**src/include/spc_pkg.sv**
```systemverilog
// Constants shared by the serial port control and baud timing block.
// Assumes a 32-bit AXI4-Lite register bus with one register per word.
package spc_pkg;
	localparam logic [7:0] OFF_TX_STATUS_CONTROL = 8'h00;
	localparam logic [7:0] OFF_RX_STATUS_CONTROL = 8'h04;
	localparam logic [7:0] OFF_BAUD_CONTROL = 8'h08;
	localparam logic [7:0] OFF_RECEIVE_DATA = 8'h0c;
	localparam logic [7:0] OFF_BAUD_PERIOD_LOW = 8'h10;
	localparam logic [7:0] OFF_BAUD_PERIOD_HIGH = 8'h14;
	// Bit positions shared by the three control registers.
	localparam int B7 = 7;
	localparam int B6 = 6;
	localparam int B5 = 5;
	localparam int B4 = 4;
	localparam int B3 = 3;
	localparam int B2 = 2;
	localparam int B1 = 1;
	localparam int B0 = 0;
	localparam logic RST_TX_SHIFT_EMPTY = 1'b1;
	localparam logic RST_RECEIVE_IDLE = 1'b1;
	localparam logic RST_CTRL_BIT = 1'b0;
	localparam logic [7:0] RST_PERIOD = 8'h00;
	// Baud multipliers, as the last index of timer overflows per bit (count minus one).
	localparam logic [5:0] MULT_LOW = 6'h3f;
	localparam logic [5:0] MULT_MID = 6'h0f;
	localparam logic [5:0] MULT_HIGH = 6'h03;
	localparam int FIFO_DEPTH = 2;
	localparam logic [1:0] RESP_OKAY = 2'h0;
	localparam logic [1:0] RESP_SLVERR = 2'h2;
endpackage : spc_pkg

```
**src/core/spc_baud_timer.sv**
```systemverilog
// Free-running baud timer with the bit-rate multiplier behind it.
// Assumes the caller pulses clear on any period write or port disable.
`timescale 1ns/1ps
module spc_baud_timer (
	input wire logic aclk,
	input wire logic aresetn,
	input wire logic clear,
	input wire logic sixteen_bit_select,
	input wire logic [15:0] period,
	input wire logic [5:0] mult_last,
	output logic timer_tick,
	output logic bit_tick
);
	logic [15:0] count_reg;
	logic [5:0] mult_reg;
	logic [15:0] reload;
	logic at_zero;

	// The 8-bit timer ignores the high period byte.
	assign reload = sixteen_bit_select ? period : {8'h00, period[7:0]};
	assign at_zero = (count_reg == 16'h0000);
	assign timer_tick = at_zero & ~clear;
	assign bit_tick = timer_tick & (mult_reg >= mult_last);

	// A clear restarts the count at once; on a period write the reload still uses the old period.
	always_ff @(posedge aclk) begin
		if (!aresetn || clear) begin
			count_reg <= reload;
		end else if (at_zero) begin
			count_reg <= reload;
		end else begin
			count_reg <= count_reg - 16'h0001;
		end
	end

	always_ff @(posedge aclk) begin
		if (!aresetn || clear) begin
			mult_reg <= 6'h00;
		end else if (bit_tick) begin
			mult_reg <= 6'h00;
		end else if (timer_tick) begin
			mult_reg <= mult_reg + 6'h01;
		end
	end
endmodule : spc_baud_timer

```
**src/core/spc_core.sv**
```systemverilog
// Control, status and baud timing of a serial port, on AXI4-Lite.
// Assumes external bit shifters and auto-baud logic give level or
// one-cycle pulse status on the shifter ports, synchronous to aclk.
// Functional notes
// - Sync mode: clock source bit one means master clock, zero slave.
// - Transmit nine-bit bit picks nine bits; ninth data bit supplies it.
// - Port mode bit set means synchronous, clear means asynchronous.
// - Async break request sends a break; hardware clears it when done.
// - Async high-speed bit picks multiplier with sixteen-bit bit.
// - Transmit shift empty bit reads shifter empty state; resets to one.
// - In sync mode continuous receive, or single receive in master, overrides transmit enable.
// - Port enable claims pins; clear resets flags, self-clearing bits, buffer and baud timer; other bits and the period keep their values.
// - Receive nine-bit bit picks nine bits; ninth bit shown in status.
// - Single receive in sync master does one reception, then clears.
// - Continuous receive enables receiver; in sync overrides single.
// - Async nine-bit address detect keeps only ninth-bit-one characters.
// - Framing error bit follows the character at the buffer head.
// - Overrun bit set on overrun, cleared by clearing continuous receive.
// - Async auto-baud overflow bit set on auto-baud timer overflow.
// - Async receive idle flag is zero while a character arrives.
// - Polarity bit inverts async data, picks sync clock edge.
// - Baud timer is 8-bit by default, 16-bit when selected.
// - Async wake-up waits for falling edge, sets receive flag, clears.
// - Async auto-baud enable starts detection; hardware clears it.
// - Any write to a period byte restarts the baud timer at once.
// - Baud divides by 64, 16 or 4 times period plus one.
// - Two-character buffer; third character sets overrun, stops reception.
//
// Implementation choices: the address map and the AXI4-Lite slave port.
`timescale 1ns/1ps
module spc_core (
	input wire logic aclk,
	input wire logic aresetn,
	input wire logic [31:0] s_axi_awaddr,
	input wire logic s_axi_awvalid,
	output logic s_axi_awready,
	input wire logic [31:0] s_axi_wdata,
	input wire logic [3:0] s_axi_wstrb,
	input wire logic s_axi_wvalid,
	output logic s_axi_wready,
	output logic [1:0] s_axi_bresp,
	output logic s_axi_bvalid,
	input wire logic s_axi_bready,
	input wire logic [31:0] s_axi_araddr,
	input wire logic s_axi_arvalid,
	output logic s_axi_arready,
	output logic [31:0] s_axi_rdata,
	output logic [1:0] s_axi_rresp,
	output logic s_axi_rvalid,
	input wire logic s_axi_rready,
	output logic port_active,
	output logic sync_mode,
	output logic sync_master,
	output logic clock_rising_edge,
	output logic transmit_active,
	output logic tx_nine_bits,
	output logic tx_ninth_bit,
	output logic break_pending,
	output logic receive_active,
	output logic rx_nine_bits,
	output logic wakeup_armed,
	output logic autobaud_armed,
	output logic receive_flag,
	output logic baud_timer_tick,
	output logic baud_bit_tick,
	input wire logic tx_shift_empty_in,
	input wire logic break_done,
	input wire logic tx_line_data,
	input wire logic sync_clock_out,
	input wire logic rx_busy,
	input wire logic rx_char_valid,
	input wire logic [8:0] rx_char_data,
	input wire logic rx_char_framing_error,
	input wire logic rx_falling_edge,
	input wire logic autobaud_done,
	input wire logic autobaud_overflow,
	output logic transmit_clock_pin_o,
	output logic transmit_clock_pin_oe,
	output logic receive_data_pin_oe
);
	logic clock_source_select_reg, tx_nine_bit_select_reg;
	logic transmit_enable_bit_reg, sync_mode_reg, break_request_reg;
	logic high_speed_select_reg, tx_shift_empty_reg, tx_ninth_data_bit_reg;
	logic port_enable_reg, rx_nine_bit_select_reg, single_receive_enable_reg;
	logic continuous_receive_enable_reg, address_detect_enable_reg;
	logic overrun_error_flag_reg, autobaud_overflow_flag_reg;
	logic receive_idle_flag_reg, clock_data_polarity_reg;
	logic sixteen_bit_select_reg, wakeup_enable_reg, autobaud_enable_reg;
	logic wake_flag_reg;
	logic [7:0] period_low_reg, period_high_reg;
	logic [8:0] fifo_data_reg [0:spc_pkg::FIFO_DEPTH-1];
	logic fifo_framing_error_flag_reg [0:spc_pkg::FIFO_DEPTH-1];
	logic [1:0] fifo_count_reg;
	logic aw_held_reg, w_held_reg, bvalid_reg, rvalid_reg;
	logic [7:0] aw_addr_reg;
	logic [7:0] w_data_reg;
	logic w_lane_reg;
	logic [1:0] bresp_reg, rresp_reg;
	logic [31:0] rdata_reg;

	// Bus decode.
	wire do_write = aw_held_reg & w_held_reg & ~bvalid_reg;
	wire wr_en = do_write & w_lane_reg;
	wire wr_tx = wr_en & (aw_addr_reg == spc_pkg::OFF_TX_STATUS_CONTROL);
	wire wr_rx = wr_en & (aw_addr_reg == spc_pkg::OFF_RX_STATUS_CONTROL);
	wire wr_bd = wr_en & (aw_addr_reg == spc_pkg::OFF_BAUD_CONTROL);
	wire wr_pl = wr_en & (aw_addr_reg == spc_pkg::OFF_BAUD_PERIOD_LOW);
	wire wr_ph = wr_en & (aw_addr_reg == spc_pkg::OFF_BAUD_PERIOD_HIGH);
	wire wr_hit = (aw_addr_reg == spc_pkg::OFF_TX_STATUS_CONTROL)
		| (aw_addr_reg == spc_pkg::OFF_RX_STATUS_CONTROL)
		| (aw_addr_reg == spc_pkg::OFF_BAUD_CONTROL)
		| (aw_addr_reg == spc_pkg::OFF_RECEIVE_DATA)
		| (aw_addr_reg == spc_pkg::OFF_BAUD_PERIOD_LOW)
		| (aw_addr_reg == spc_pkg::OFF_BAUD_PERIOD_HIGH);
	wire rd_take = s_axi_arvalid & ~rvalid_reg;
	wire [7:0] rd_addr = s_axi_araddr[7:0];
	wire rd_word = (s_axi_araddr[31:8] == 24'h000000);
	wire wr_word = 1'b1;

	// Mode decode.
	wire held = ~port_enable_reg;
	wire async_on = ~sync_mode_reg;
	wire master = sync_mode_reg & clock_source_select_reg;
	wire single_on = master & single_receive_enable_reg;
	wire rx_on = port_enable_reg & (continuous_receive_enable_reg
		| (sync_mode_reg & single_on));
	wire tx_on = port_enable_reg & transmit_enable_bit_reg
		& ~(sync_mode_reg & (single_on | continuous_receive_enable_reg));
	wire addr_ok = ~(async_on & rx_nine_bit_select_reg
		& address_detect_enable_reg) | rx_char_data[8];
	wire wake_mode = async_on & wakeup_enable_reg;
	wire char_in = rx_char_valid & rx_on & ~wake_mode;
	wire full = (fifo_count_reg == 2'd2);
	wire fifo_pop = rd_take & rd_word & (rd_addr == spc_pkg::OFF_RECEIVE_DATA)
		& (fifo_count_reg != 2'd0);
	wire fifo_push = char_in & addr_ok & ~overrun_error_flag_reg
		& (~full | fifo_pop);
	wire overrun_set = char_in & addr_ok & ~overrun_error_flag_reg & full
		& ~fifo_pop;
	wire wake_hit = wake_mode & port_enable_reg & rx_falling_edge;
	wire [1:0] push_slot = fifo_pop ? fifo_count_reg - 2'd1 : fifo_count_reg;
	wire [1:0] count_next = fifo_count_reg + {1'b0, fifo_push}
		- {1'b0, fifo_pop};
	wire [5:0] mult_last = sync_mode_reg ? spc_pkg::MULT_HIGH
		: sixteen_bit_select_reg ? (high_speed_select_reg
		? spc_pkg::MULT_HIGH : spc_pkg::MULT_MID)
		: (high_speed_select_reg ? spc_pkg::MULT_MID : spc_pkg::MULT_LOW);
	wire head_full = (fifo_count_reg != 2'd0);
	wire head_framing_error_flag = head_full & fifo_framing_error_flag_reg[0];
	wire head_ninth = head_full & fifo_data_reg[0][8];
	// An empty buffer reads zero rather than a stale entry.
	wire [7:0] head_byte = head_full ? fifo_data_reg[0][7:0] : 8'h00;

	wire [7:0] tx_view = {clock_source_select_reg, tx_nine_bit_select_reg,
		transmit_enable_bit_reg, sync_mode_reg, break_request_reg,
		high_speed_select_reg, tx_shift_empty_reg, tx_ninth_data_bit_reg};
	wire [7:0] rx_view = {port_enable_reg, rx_nine_bit_select_reg,
		single_receive_enable_reg, continuous_receive_enable_reg,
		address_detect_enable_reg, head_framing_error_flag, overrun_error_flag_reg,
		head_ninth};
	wire [7:0] bd_view = {autobaud_overflow_flag_reg, receive_idle_flag_reg,
		1'b0, clock_data_polarity_reg, sixteen_bit_select_reg, 1'b0,
		wakeup_enable_reg, autobaud_enable_reg};
	wire [7:0] rd_byte =
		(rd_addr == spc_pkg::OFF_TX_STATUS_CONTROL) ? tx_view
		: (rd_addr == spc_pkg::OFF_RX_STATUS_CONTROL) ? rx_view
		: (rd_addr == spc_pkg::OFF_BAUD_CONTROL) ? bd_view
		: (rd_addr == spc_pkg::OFF_RECEIVE_DATA) ? head_byte
		: (rd_addr == spc_pkg::OFF_BAUD_PERIOD_LOW) ? period_low_reg
		: period_high_reg;
	wire rd_hit = rd_word & ((rd_addr == spc_pkg::OFF_TX_STATUS_CONTROL)
		| (rd_addr == spc_pkg::OFF_RX_STATUS_CONTROL)
		| (rd_addr == spc_pkg::OFF_BAUD_CONTROL)
		| (rd_addr == spc_pkg::OFF_RECEIVE_DATA)
		| (rd_addr == spc_pkg::OFF_BAUD_PERIOD_LOW)
		| (rd_addr == spc_pkg::OFF_BAUD_PERIOD_HIGH));

	// AXI4-Lite slave: address and data are caught separately.
	assign s_axi_awready = ~aw_held_reg;
	assign s_axi_wready = ~w_held_reg;
	assign s_axi_arready = ~rvalid_reg;
	assign s_axi_bvalid = bvalid_reg;
	assign s_axi_bresp = bresp_reg;
	assign s_axi_rvalid = rvalid_reg;
	assign s_axi_rresp = rresp_reg;
	assign s_axi_rdata = rdata_reg;

	always_ff @(posedge aclk) begin
		if (!aresetn) begin
			aw_held_reg <= 1'b0;
			aw_addr_reg <= 8'h00;
		end else if (s_axi_awvalid && !aw_held_reg) begin
			aw_held_reg <= 1'b1;
			aw_addr_reg <= (s_axi_awaddr[31:8] == 24'h000000)
				? s_axi_awaddr[7:0] : 8'hff;
		end else if (do_write) begin
			aw_held_reg <= 1'b0;
		end
	end

	always_ff @(posedge aclk) begin
		if (!aresetn) begin
			w_held_reg <= 1'b0;
			w_data_reg <= 8'h00;
			w_lane_reg <= 1'b0;
		end else if (s_axi_wvalid && !w_held_reg) begin
			w_held_reg <= 1'b1;
			w_data_reg <= s_axi_wdata[7:0];
			w_lane_reg <= s_axi_wstrb[0] & wr_word;
		end else if (do_write) begin
			w_held_reg <= 1'b0;
		end
	end

	always_ff @(posedge aclk) begin
		if (!aresetn) begin
			bvalid_reg <= 1'b0;
			bresp_reg <= spc_pkg::RESP_OKAY;
		end else if (do_write) begin
			bvalid_reg <= 1'b1;
			bresp_reg <= wr_hit ? spc_pkg::RESP_OKAY : spc_pkg::RESP_SLVERR;
		end else if (s_axi_bready) begin
			bvalid_reg <= 1'b0;
		end
	end

	always_ff @(posedge aclk) begin
		if (!aresetn) begin
			rvalid_reg <= 1'b0;
			rdata_reg <= 32'h00000000;
			rresp_reg <= spc_pkg::RESP_OKAY;
		end else if (rd_take) begin
			rvalid_reg <= 1'b1;
			rdata_reg <= rd_hit ? {24'h000000, rd_byte} : 32'h00000000;
			rresp_reg <= rd_hit ? spc_pkg::RESP_OKAY : spc_pkg::RESP_SLVERR;
		end else if (s_axi_rready) begin
			rvalid_reg <= 1'b0;
		end
	end

	// Transmit control; hardware clears of write-one bits lose to a set.
	always_ff @(posedge aclk) begin
		if (!aresetn) begin
			clock_source_select_reg <= spc_pkg::RST_CTRL_BIT;
			tx_nine_bit_select_reg <= spc_pkg::RST_CTRL_BIT;
			transmit_enable_bit_reg <= spc_pkg::RST_CTRL_BIT;
			sync_mode_reg <= spc_pkg::RST_CTRL_BIT;
			high_speed_select_reg <= spc_pkg::RST_CTRL_BIT;
			tx_ninth_data_bit_reg <= spc_pkg::RST_CTRL_BIT;
		end else if (wr_tx) begin
			clock_source_select_reg <= w_data_reg[spc_pkg::B7];
			tx_nine_bit_select_reg <= w_data_reg[spc_pkg::B6];
			transmit_enable_bit_reg <= w_data_reg[spc_pkg::B5];
			sync_mode_reg <= w_data_reg[spc_pkg::B4];
			high_speed_select_reg <= w_data_reg[spc_pkg::B2];
			tx_ninth_data_bit_reg <= w_data_reg[spc_pkg::B0];
		end
	end

	always_ff @(posedge aclk) begin
		if (!aresetn || held) begin
			break_request_reg <= spc_pkg::RST_CTRL_BIT;
		end else if (wr_tx) begin
			break_request_reg <= w_data_reg[spc_pkg::B3];
		end else if (break_done) begin
			break_request_reg <= 1'b0;
		end
	end

	always_ff @(posedge aclk) begin
		if (!aresetn || held) begin
			tx_shift_empty_reg <= spc_pkg::RST_TX_SHIFT_EMPTY;
		end else begin
			tx_shift_empty_reg <= tx_shift_empty_in;
		end
	end

	// Receive control.
	always_ff @(posedge aclk) begin
		if (!aresetn) begin
			port_enable_reg <= spc_pkg::RST_CTRL_BIT;
			rx_nine_bit_select_reg <= spc_pkg::RST_CTRL_BIT;
			continuous_receive_enable_reg <= spc_pkg::RST_CTRL_BIT;
			address_detect_enable_reg <= spc_pkg::RST_CTRL_BIT;
		end else if (wr_rx) begin
			port_enable_reg <= w_data_reg[spc_pkg::B7];
			rx_nine_bit_select_reg <= w_data_reg[spc_pkg::B6];
			continuous_receive_enable_reg <= w_data_reg[spc_pkg::B4];
			address_detect_enable_reg <= w_data_reg[spc_pkg::B3];
		end
	end

	always_ff @(posedge aclk) begin
		if (!aresetn || held) begin
			single_receive_enable_reg <= spc_pkg::RST_CTRL_BIT;
		end else if (wr_rx) begin
			single_receive_enable_reg <= w_data_reg[spc_pkg::B5];
		end else if (single_on && !continuous_receive_enable_reg
			&& rx_char_valid) begin
			single_receive_enable_reg <= 1'b0;
		end
	end

	// Overrun set wins over the clear made by dropping continuous receive.
	always_ff @(posedge aclk) begin
		if (!aresetn || held) begin
			overrun_error_flag_reg <= spc_pkg::RST_CTRL_BIT;
		end else if (overrun_set) begin
			overrun_error_flag_reg <= 1'b1;
		end else if (!continuous_receive_enable_reg) begin
			overrun_error_flag_reg <= 1'b0;
		end
	end

	// Two-entry receive buffer; entry 0 is the head.
	always_ff @(posedge aclk) begin
		if (!aresetn || held) begin
			fifo_count_reg <= 2'd0;
		end else begin
			fifo_count_reg <= count_next;
		end
	end

	genvar gi;
	generate
		for (gi = 0; gi < spc_pkg::FIFO_DEPTH; gi++) begin : g_slot
			always_ff @(posedge aclk) begin
				if (!aresetn || held) begin
					fifo_data_reg[gi] <= 9'h000;
					fifo_framing_error_flag_reg[gi] <= 1'b0;
				end else if (fifo_push && push_slot == 2'(gi)) begin
					fifo_data_reg[gi] <= {rx_nine_bit_select_reg & rx_char_data[8],
						rx_char_data[7:0]};
					fifo_framing_error_flag_reg[gi] <= rx_char_framing_error;
				end else if (fifo_pop && gi < spc_pkg::FIFO_DEPTH - 1) begin
					fifo_data_reg[gi] <= fifo_data_reg[(gi + 1) % spc_pkg::FIFO_DEPTH];
					fifo_framing_error_flag_reg[gi] <= fifo_framing_error_flag_reg[(gi + 1) % spc_pkg::FIFO_DEPTH];
				end
			end
		end
	endgenerate

	// Baud control.
	always_ff @(posedge aclk) begin
		if (!aresetn) begin
			clock_data_polarity_reg <= spc_pkg::RST_CTRL_BIT;
			sixteen_bit_select_reg <= spc_pkg::RST_CTRL_BIT;
		end else if (wr_bd) begin
			clock_data_polarity_reg <= w_data_reg[spc_pkg::B4];
			sixteen_bit_select_reg <= w_data_reg[spc_pkg::B3];
		end
	end

	always_ff @(posedge aclk) begin
		if (!aresetn || held) begin
			wakeup_enable_reg <= spc_pkg::RST_CTRL_BIT;
			wake_flag_reg <= 1'b0;
		end else begin
			wakeup_enable_reg <= wr_bd ? w_data_reg[spc_pkg::B1]
				: wakeup_enable_reg & ~wake_hit;
			wake_flag_reg <= wake_hit | (wake_flag_reg & ~(rd_take & rd_word
				& rd_addr == spc_pkg::OFF_RECEIVE_DATA));
		end
	end

	always_ff @(posedge aclk) begin
		if (!aresetn || held) begin
			autobaud_enable_reg <= spc_pkg::RST_CTRL_BIT;
			autobaud_overflow_flag_reg <= spc_pkg::RST_CTRL_BIT;
		end else begin
			autobaud_enable_reg <= wr_bd ? w_data_reg[spc_pkg::B0]
				: autobaud_enable_reg & ~autobaud_done;
			autobaud_overflow_flag_reg <= autobaud_overflow_flag_reg
				| (async_on & autobaud_enable_reg & autobaud_overflow);
		end
	end

	always_ff @(posedge aclk) begin
		if (!aresetn || held || !async_on) begin
			receive_idle_flag_reg <= spc_pkg::RST_RECEIVE_IDLE;
		end else begin
			receive_idle_flag_reg <= ~(rx_on & rx_busy);
		end
	end

	always_ff @(posedge aclk) begin
		if (!aresetn) begin
			period_low_reg <= spc_pkg::RST_PERIOD;
			period_high_reg <= spc_pkg::RST_PERIOD;
		end else begin
			period_low_reg <= wr_pl ? w_data_reg : period_low_reg;
			period_high_reg <= wr_ph ? w_data_reg : period_high_reg;
		end
	end

	spc_baud_timer u_baud_timer (
		.aclk(aclk),
		.aresetn(aresetn),
		.clear(held | wr_pl | wr_ph),
		.sixteen_bit_select(sixteen_bit_select_reg),
		.period({period_high_reg, period_low_reg}),
		.mult_last(mult_last),
		.timer_tick(baud_timer_tick),
		.bit_tick(baud_bit_tick)
	);

	// Shifter controls and pin steering.
	assign port_active = port_enable_reg;
	assign sync_mode = sync_mode_reg;
	assign sync_master = master;
	assign clock_rising_edge = sync_mode_reg & clock_data_polarity_reg;
	assign transmit_active = tx_on;
	assign tx_nine_bits = tx_nine_bit_select_reg;
	assign tx_ninth_bit = tx_ninth_data_bit_reg;
	assign break_pending = async_on & break_request_reg & port_enable_reg;
	assign receive_active = rx_on & ~overrun_error_flag_reg & ~wake_mode;
	assign rx_nine_bits = rx_nine_bit_select_reg;
	assign wakeup_armed = wake_mode & port_enable_reg;
	assign autobaud_armed = async_on & autobaud_enable_reg & port_enable_reg;
	assign receive_flag = rx_on & (head_full | wake_flag_reg);
	assign transmit_clock_pin_o = async_on
		? tx_line_data ^ clock_data_polarity_reg : sync_clock_out;
	assign transmit_clock_pin_oe = port_enable_reg & (async_on | master);
	assign receive_data_pin_oe = port_enable_reg & sync_mode_reg & tx_on;
endmodule : spc_core

```
**config.mk**
```make
export PLATFORM = sky130hd
export DESIGN_NAME = spc_core
export DESIGN_NICKNAME = d
export VERILOG_FILES = /design/src/include/spc_pkg.sv /design/src/core/spc_baud_timer.sv /design/src/core/spc_core.sv
export SDC_FILE = /design/constraint.sdc
export NUM_CORES = 1
export LEC_CHECK = 0
export ABC_AREA = 1
export BUFFER_PORTS_ARGS = -buffer_cell sky130_fd_sc_hd__buf_2
export CAP_MARGIN = 10
export CORE_MARGIN = 2
export CORE_UTILIZATION = 50
export CTS_CLUSTER_DIAMETER = 40
export DETAILED_ROUTE_END_ITERATION = 10
export PLACE_DENSITY = 0.79
export SLEW_MARGIN = 20
export SYNTH_ARGS = -nofsm -noshare
export SYNTH_HDL_FRONTEND = slang
export SYNTH_SLANG_ARGS = --single-unit
```
**constraint.sdc**
```tcl
create_clock -name aclk -period 7 [get_ports aclk]
set_clock_uncertainty 0.05 [all_clocks]
set_input_delay 0.7 -clock aclk [delete_from_list [all_inputs] [get_ports aclk]]
set_output_delay 0.7 -clock aclk [all_outputs]
set_load 0.01 [all_outputs]
```
# Word level (Yosys, flattened, before mapping)
# Memory sizes are Yosys's and may differ from the RTL's.
# Index checks and enable logic that the tools add are counted.
# op_classes
addsub	5
magnitude_cmp	1
n_eq_ne	13
n_mux	52
bitwise	97
reduce_logical	27
# op_table
cell	n
two-way mux 8 bit	8
AND 1 bit	53
logical NOT 24 bit	2
two-way mux 16 bit	3
== test 8 x 4 -> 1 bit (second input constant)	4
== test 8 x 5 -> 1 bit (second input constant)	4
two-way mux 1 bit	31
two-way mux 9 bit	3
OR 1 bit	26
two-way mux 6 bit	3
NOT 1 bit	17
== test 8 x 3 -> 1 bit (second input constant)	2
logical NOT 16 bit	1
logical NOT 8 bit	2
subtractor 16 x 1 -> 16 bit (second input constant)	1
nonzero test 2 bit	7
adder 6 x 1 -> 6 bit (second input constant)	1
>= comparator 6 bit	1
logical AND 1 bit	6
two-way mux 2 bit	3
logical NOT 1 bit	4
two-way mux 4 bit	1
logical OR 1 bit	3
adder 2 x 1 -> 2 bit	1
other kinds (8)	8
# totals
regBits	118
ramBits	20
inputBits	126
out_inout_bits	59
elab_cells	233
n_memories	2
# memory_table
memory	depth	width	rd	rd_ports_with_merged_regs	write_ports	line_no	source
fifo_data_reg	2	9	2	0	2	spc_core.sv:91	logic [8:0] fifo_data_reg [0:spc_pkg::FIFO_DEPTH-1];
fifo_framing_error_flag_reg	2	1	2	0	2	spc_core.sv:92	logic fifo_framing_error_flag_reg [0:spc_pkg::FIFO_DEPTH-1];

# Longest topological paths before layout
# depth
depth_word	16
depth_mapped	15

# Modules after synthesis
# A second synthesis with hierarchy kept.
# hier_totals
cells_unflattened	876
area_unflattened_um2	6284.8
# by_module_without_submodules
module	n_inst	cells_each	area_each_um2	seq_area_each_um2
spc_core	1	649	4813.4	2001.9
spc_baud_timer	1	227	1471.4	440.4

# Least setup slack after synthesis
# No wires, ideal clock.
# synth_timing
path_type	input -> register
from	in s_axi_araddr[5]
to	mem fifo_data_reg[1][0] (enable)
setup_time_ps	391
arrival_ps	2358
required_time_ps	6559
slack_ps	4202
cell_stages	9
n_path_buf	0
path_cell_list	nor2_1 nand2_2 nor2_4 nand2_4 nor2_8 nand3_4 a21oi_4 nand2_1 o21ai_0
# synth_lines
element	line_no	source
from (decl)	spc_core.sv:44	input wire logic [31:0] s_axi_araddr,
to (decl)	spc_core.sv:91	

# Final worst setup path
# layout_timing
from	reg sync_mode_reg, in the netlist sync_mode
to	out baud_bit_tick
# layout_between
elab_chain_cells	3
# layout_rtl
element	line_no	source
from (decl)	spc_core.sv:82	logic transmit_enable_bit_reg, sync_mode_reg, break_request_reg;
from (signal assigned)	spc_core.sv:247	sync_mode_reg <= spc_pkg::RST_CTRL_BIT;
from (signal assigned)	spc_core.sv:254	sync_mode_reg <= w_data_reg[spc_pkg::B4];
two-way mux 6 bit	spc_core.sv:144	wire [5:0] mult_last = sync_mode_reg ? spc_pkg::MULT_HIGH
>= comparator 6 bit	spc_baud_timer.sv:23	assign bit_tick = timer_tick & (mult_reg >= mult_last);
AND 1 bit	spc_baud_timer.sv:23	
to (decl)	spc_core.sv:65	output logic baud_bit_tick,
# No other way between the ends.

==> impl_metrics.json <==
{
  "syn_inst": 801,
  "h-tree-depth": 3,
  "grt_pass1_wl_um": 23990,
  "vias": 5526,
  "synthArstFlopShare": 0,
  "largest_reg_flops": 18,
  "post-route-drc-count": 0,
  "critPathKind": "reg2out",
  "cts.sinks": 112,
  "n_antenna_cell": 0,
  "first_pass_iters": 5,
  "die_y_um": 112.1,
  "num-nets-final": 1060,
  "synthTopCellsByArea": "dfxtp_1 32%, edfxtp_1 10%, nor2_1 8.5%, nand2_1 8.4%, o21ai_0 6.1%",
  "die_w_um": 112.1,
  "grt-busiest-layer": "met2",
  "antenna_found_initial": 0,
  "multi_input_area_mm2": 0.002872,
  "finalNonFillerCells": 1071,
  "synth_cell_type_count": 44,
  "grt_setup_unrepaired": "no",
  "setup_ws_ps": 3629,
  "cts_resized": 0,
  "grt_pass1_vias": 5124,
  "synth_warnings": 0,
  "fillCellCount": 1078,
  "rows": 39,
  "cp_max_fo": 14,
  "maxSlewViolCount": 0,
  "endpoint_kind": "output port",
  "cts-hold-fix-buffers": 0,
  "grtUsageMet2": 0.3847,
  "tns_ps": 0,
  "tritoncts.num_buffers": 9,
  "netlist_top_cells_count": "133 x nor2_1, 130 x nand2_1, 92 x dfxtp_1",
  "hold_ws_ps": 407.8,
  "worstPathArrival_ps": 2620,
  "fmax_ghz": 0.2966,
  "ys_seq_elements": 112,
  "cts_root_buffer": "clkbuf_16",
  "dieArea_mm2": 0.01257,
  "path_clk_slew_ps": 80,
  "status": "finished clean",
  "peakVddDrop_mv": 0.1532,
  "setup_viol": 0,
  "tritoncts": "done",
  "finalCriticalPeriod_ps": 3371,
  "finalCritPeriodShare": 0.4816,
  "via_per_inst": 5.160,
  "drt_wl_total_um": 14710,
  "dp_cells": 1055,
  "ios": 185,
  "maxCapViolCount": 0,
  "cts_max_path_buffers": 2,
  "synthToLayoutAreaGrowth_pct": 16.17,
  "synth_top_area_frac": 0.3152,
  "syn_area_mm2": 0.005843,
  "grtUsageMet1": 0.3091,
  "hold_violations": 0,
  "yosysSeqAreaShare": 0.4180,
  "tightest_slew_ps": 812.7,
  "powerDensity_mw_per_mm2": 187.5,
  "clk_latency_ps": 370,
  "dpl.hpwl_um": 11100,
  "start_util": 0.5117,
  "yosys_most_used_dff": "dfxtp_1",
  "io_buffers": 131,
  "grt_use_total": 0.2345,
  "ff_latch_area_mm2": 0.002442,
  "required_ps": 6250,
  "postCtsSetupBuffers": 0,
  "drtIter0Drc": 389,
  "p_total_mw": 1.273,
  "grt_overflow": 0,
  "synth.most_common_cell": "nor2_1",
  "ant_nets": 0,
  "grtUsageMet3": 0.04104,
  "place.gp.congestion": 0.9454,
  "core-area_mm2": 0.01142,
  "synth-edff-count": 20,
  "slew_headroom": 0.4562,
  "start_kind": "flip-flop",
  "pre_cts_ws_ps": 3997,
  "grt_max_degree": 51,
  "yosysTopAreaCell": "dfxtp_1",
  "drive_gt1_frac": 0.1875,
  "leakagePower_nw": 3.217,
  "hp-class": "reg2reg",
  "wl_per_cell_um": 13.73,
  "syn_area_per_cell_um2": 7.295
}
==> cell usage in the layout, fill, tap and decap left out, drive strengths merged, types with 18 or more instances in the layout <==
cell / netlist / routed
nand4: 18 / 18
o21ai: 73 / 73
buf: 33 / 132
a21oi: 70 / 70
nor3: 21 / 21
nand2: 135 / 135
conb: 1 / 26
inv: 86 / 88
nand3: 33 / 33
edfxtp: 20 / 20
dfxtp: 92 / 92
nor2: 142 / 142
==> worst max-delay path, stage by stage (launching register included) <==
cell     delay [ps]
dfxtp_1         650
inv_1           250
o21ai_0         200
ha_1            300
a21oi_1         150
nor2_1           50
o21ai_0         140
nand2_1          80
a21oi_1         220
nor2_1           80
buf_2           140
==> power by group <==
part | switching, mW | internal [mW] | total (mW)
logic | 0.0512 | 0.0359 | 0.0871
clock network | 0.258 | 0.252 | 0.510
registers | 0.0126 | 0.663 | 0.676
==> worst paths after layout <==
path	slack (ps)	to	cells after the start	from
worst max-delay path	3630	baud_bit_tick	10	sync_mode$_SDFFE_PN0P_
worst min-delay path	410	autobaud_overflow_flag_reg$_SDFF_PP0_	2	autobaud_overflow_flag_reg$_SDFF_PP0_
worst max register to register	4190	fifo_count_reg[1]$_SDFF_PP0_	15	sync_mode$_SDFFE_PN0P_
worst min register to register	410	autobaud_overflow_flag_reg$_SDFF_PP0_	2	autobaud_overflow_flag_reg$_SDFF_PP0_
==> kinds of logic after synthesis <==
group | Yosys count | share of synthesized area
simple gates | 366 | 0.2807
compound gates | 157 | 0.1430
buf+inv | 136 | 0.1066
flops | 112 | 0.4180
xor+xnor | 17 | 0.02548
fa+ha+maj | 11 | 0.02355
other cells | 1 | 0.0006418
mux | 1 | 0.001927
==> through the flow <==
| stage | utilization | instance area (µm²) |
|---|---|---|
| floorplan | - | 5937 |
| global placement | 0.5687 | 6494 |
| detailed placement | 0.5687 | 6494 |
| CTS | 0.5945 | 6788 |
| global route | 0.5945 | 6788 |
| finish | 0.5945 | 6788 |
==> per-layer routing <==
metal  part of all wire  up-vias  routed length [µm]
li1                   -     2826                   -
met1               0.44     2446                6541
met2               0.46      225                6778
met3              0.067       29                 989
met4              0.027        0                 401
met5                  0        -                   0
==> area by class of cell <==
cell class / instances / share of cell area
clock buffers: 10 / 0.03373
inverters: 90 / 0.04977
multi-input cells: 578 / 0.4230
clock inverters: 6 / 0.009585
repair buffers: 132 / 0.09770
well taps: 143 / 0.02636
flip-flops and latches: 112 / 0.3598
No activity file was read; power rests on OpenSTA's default activity.
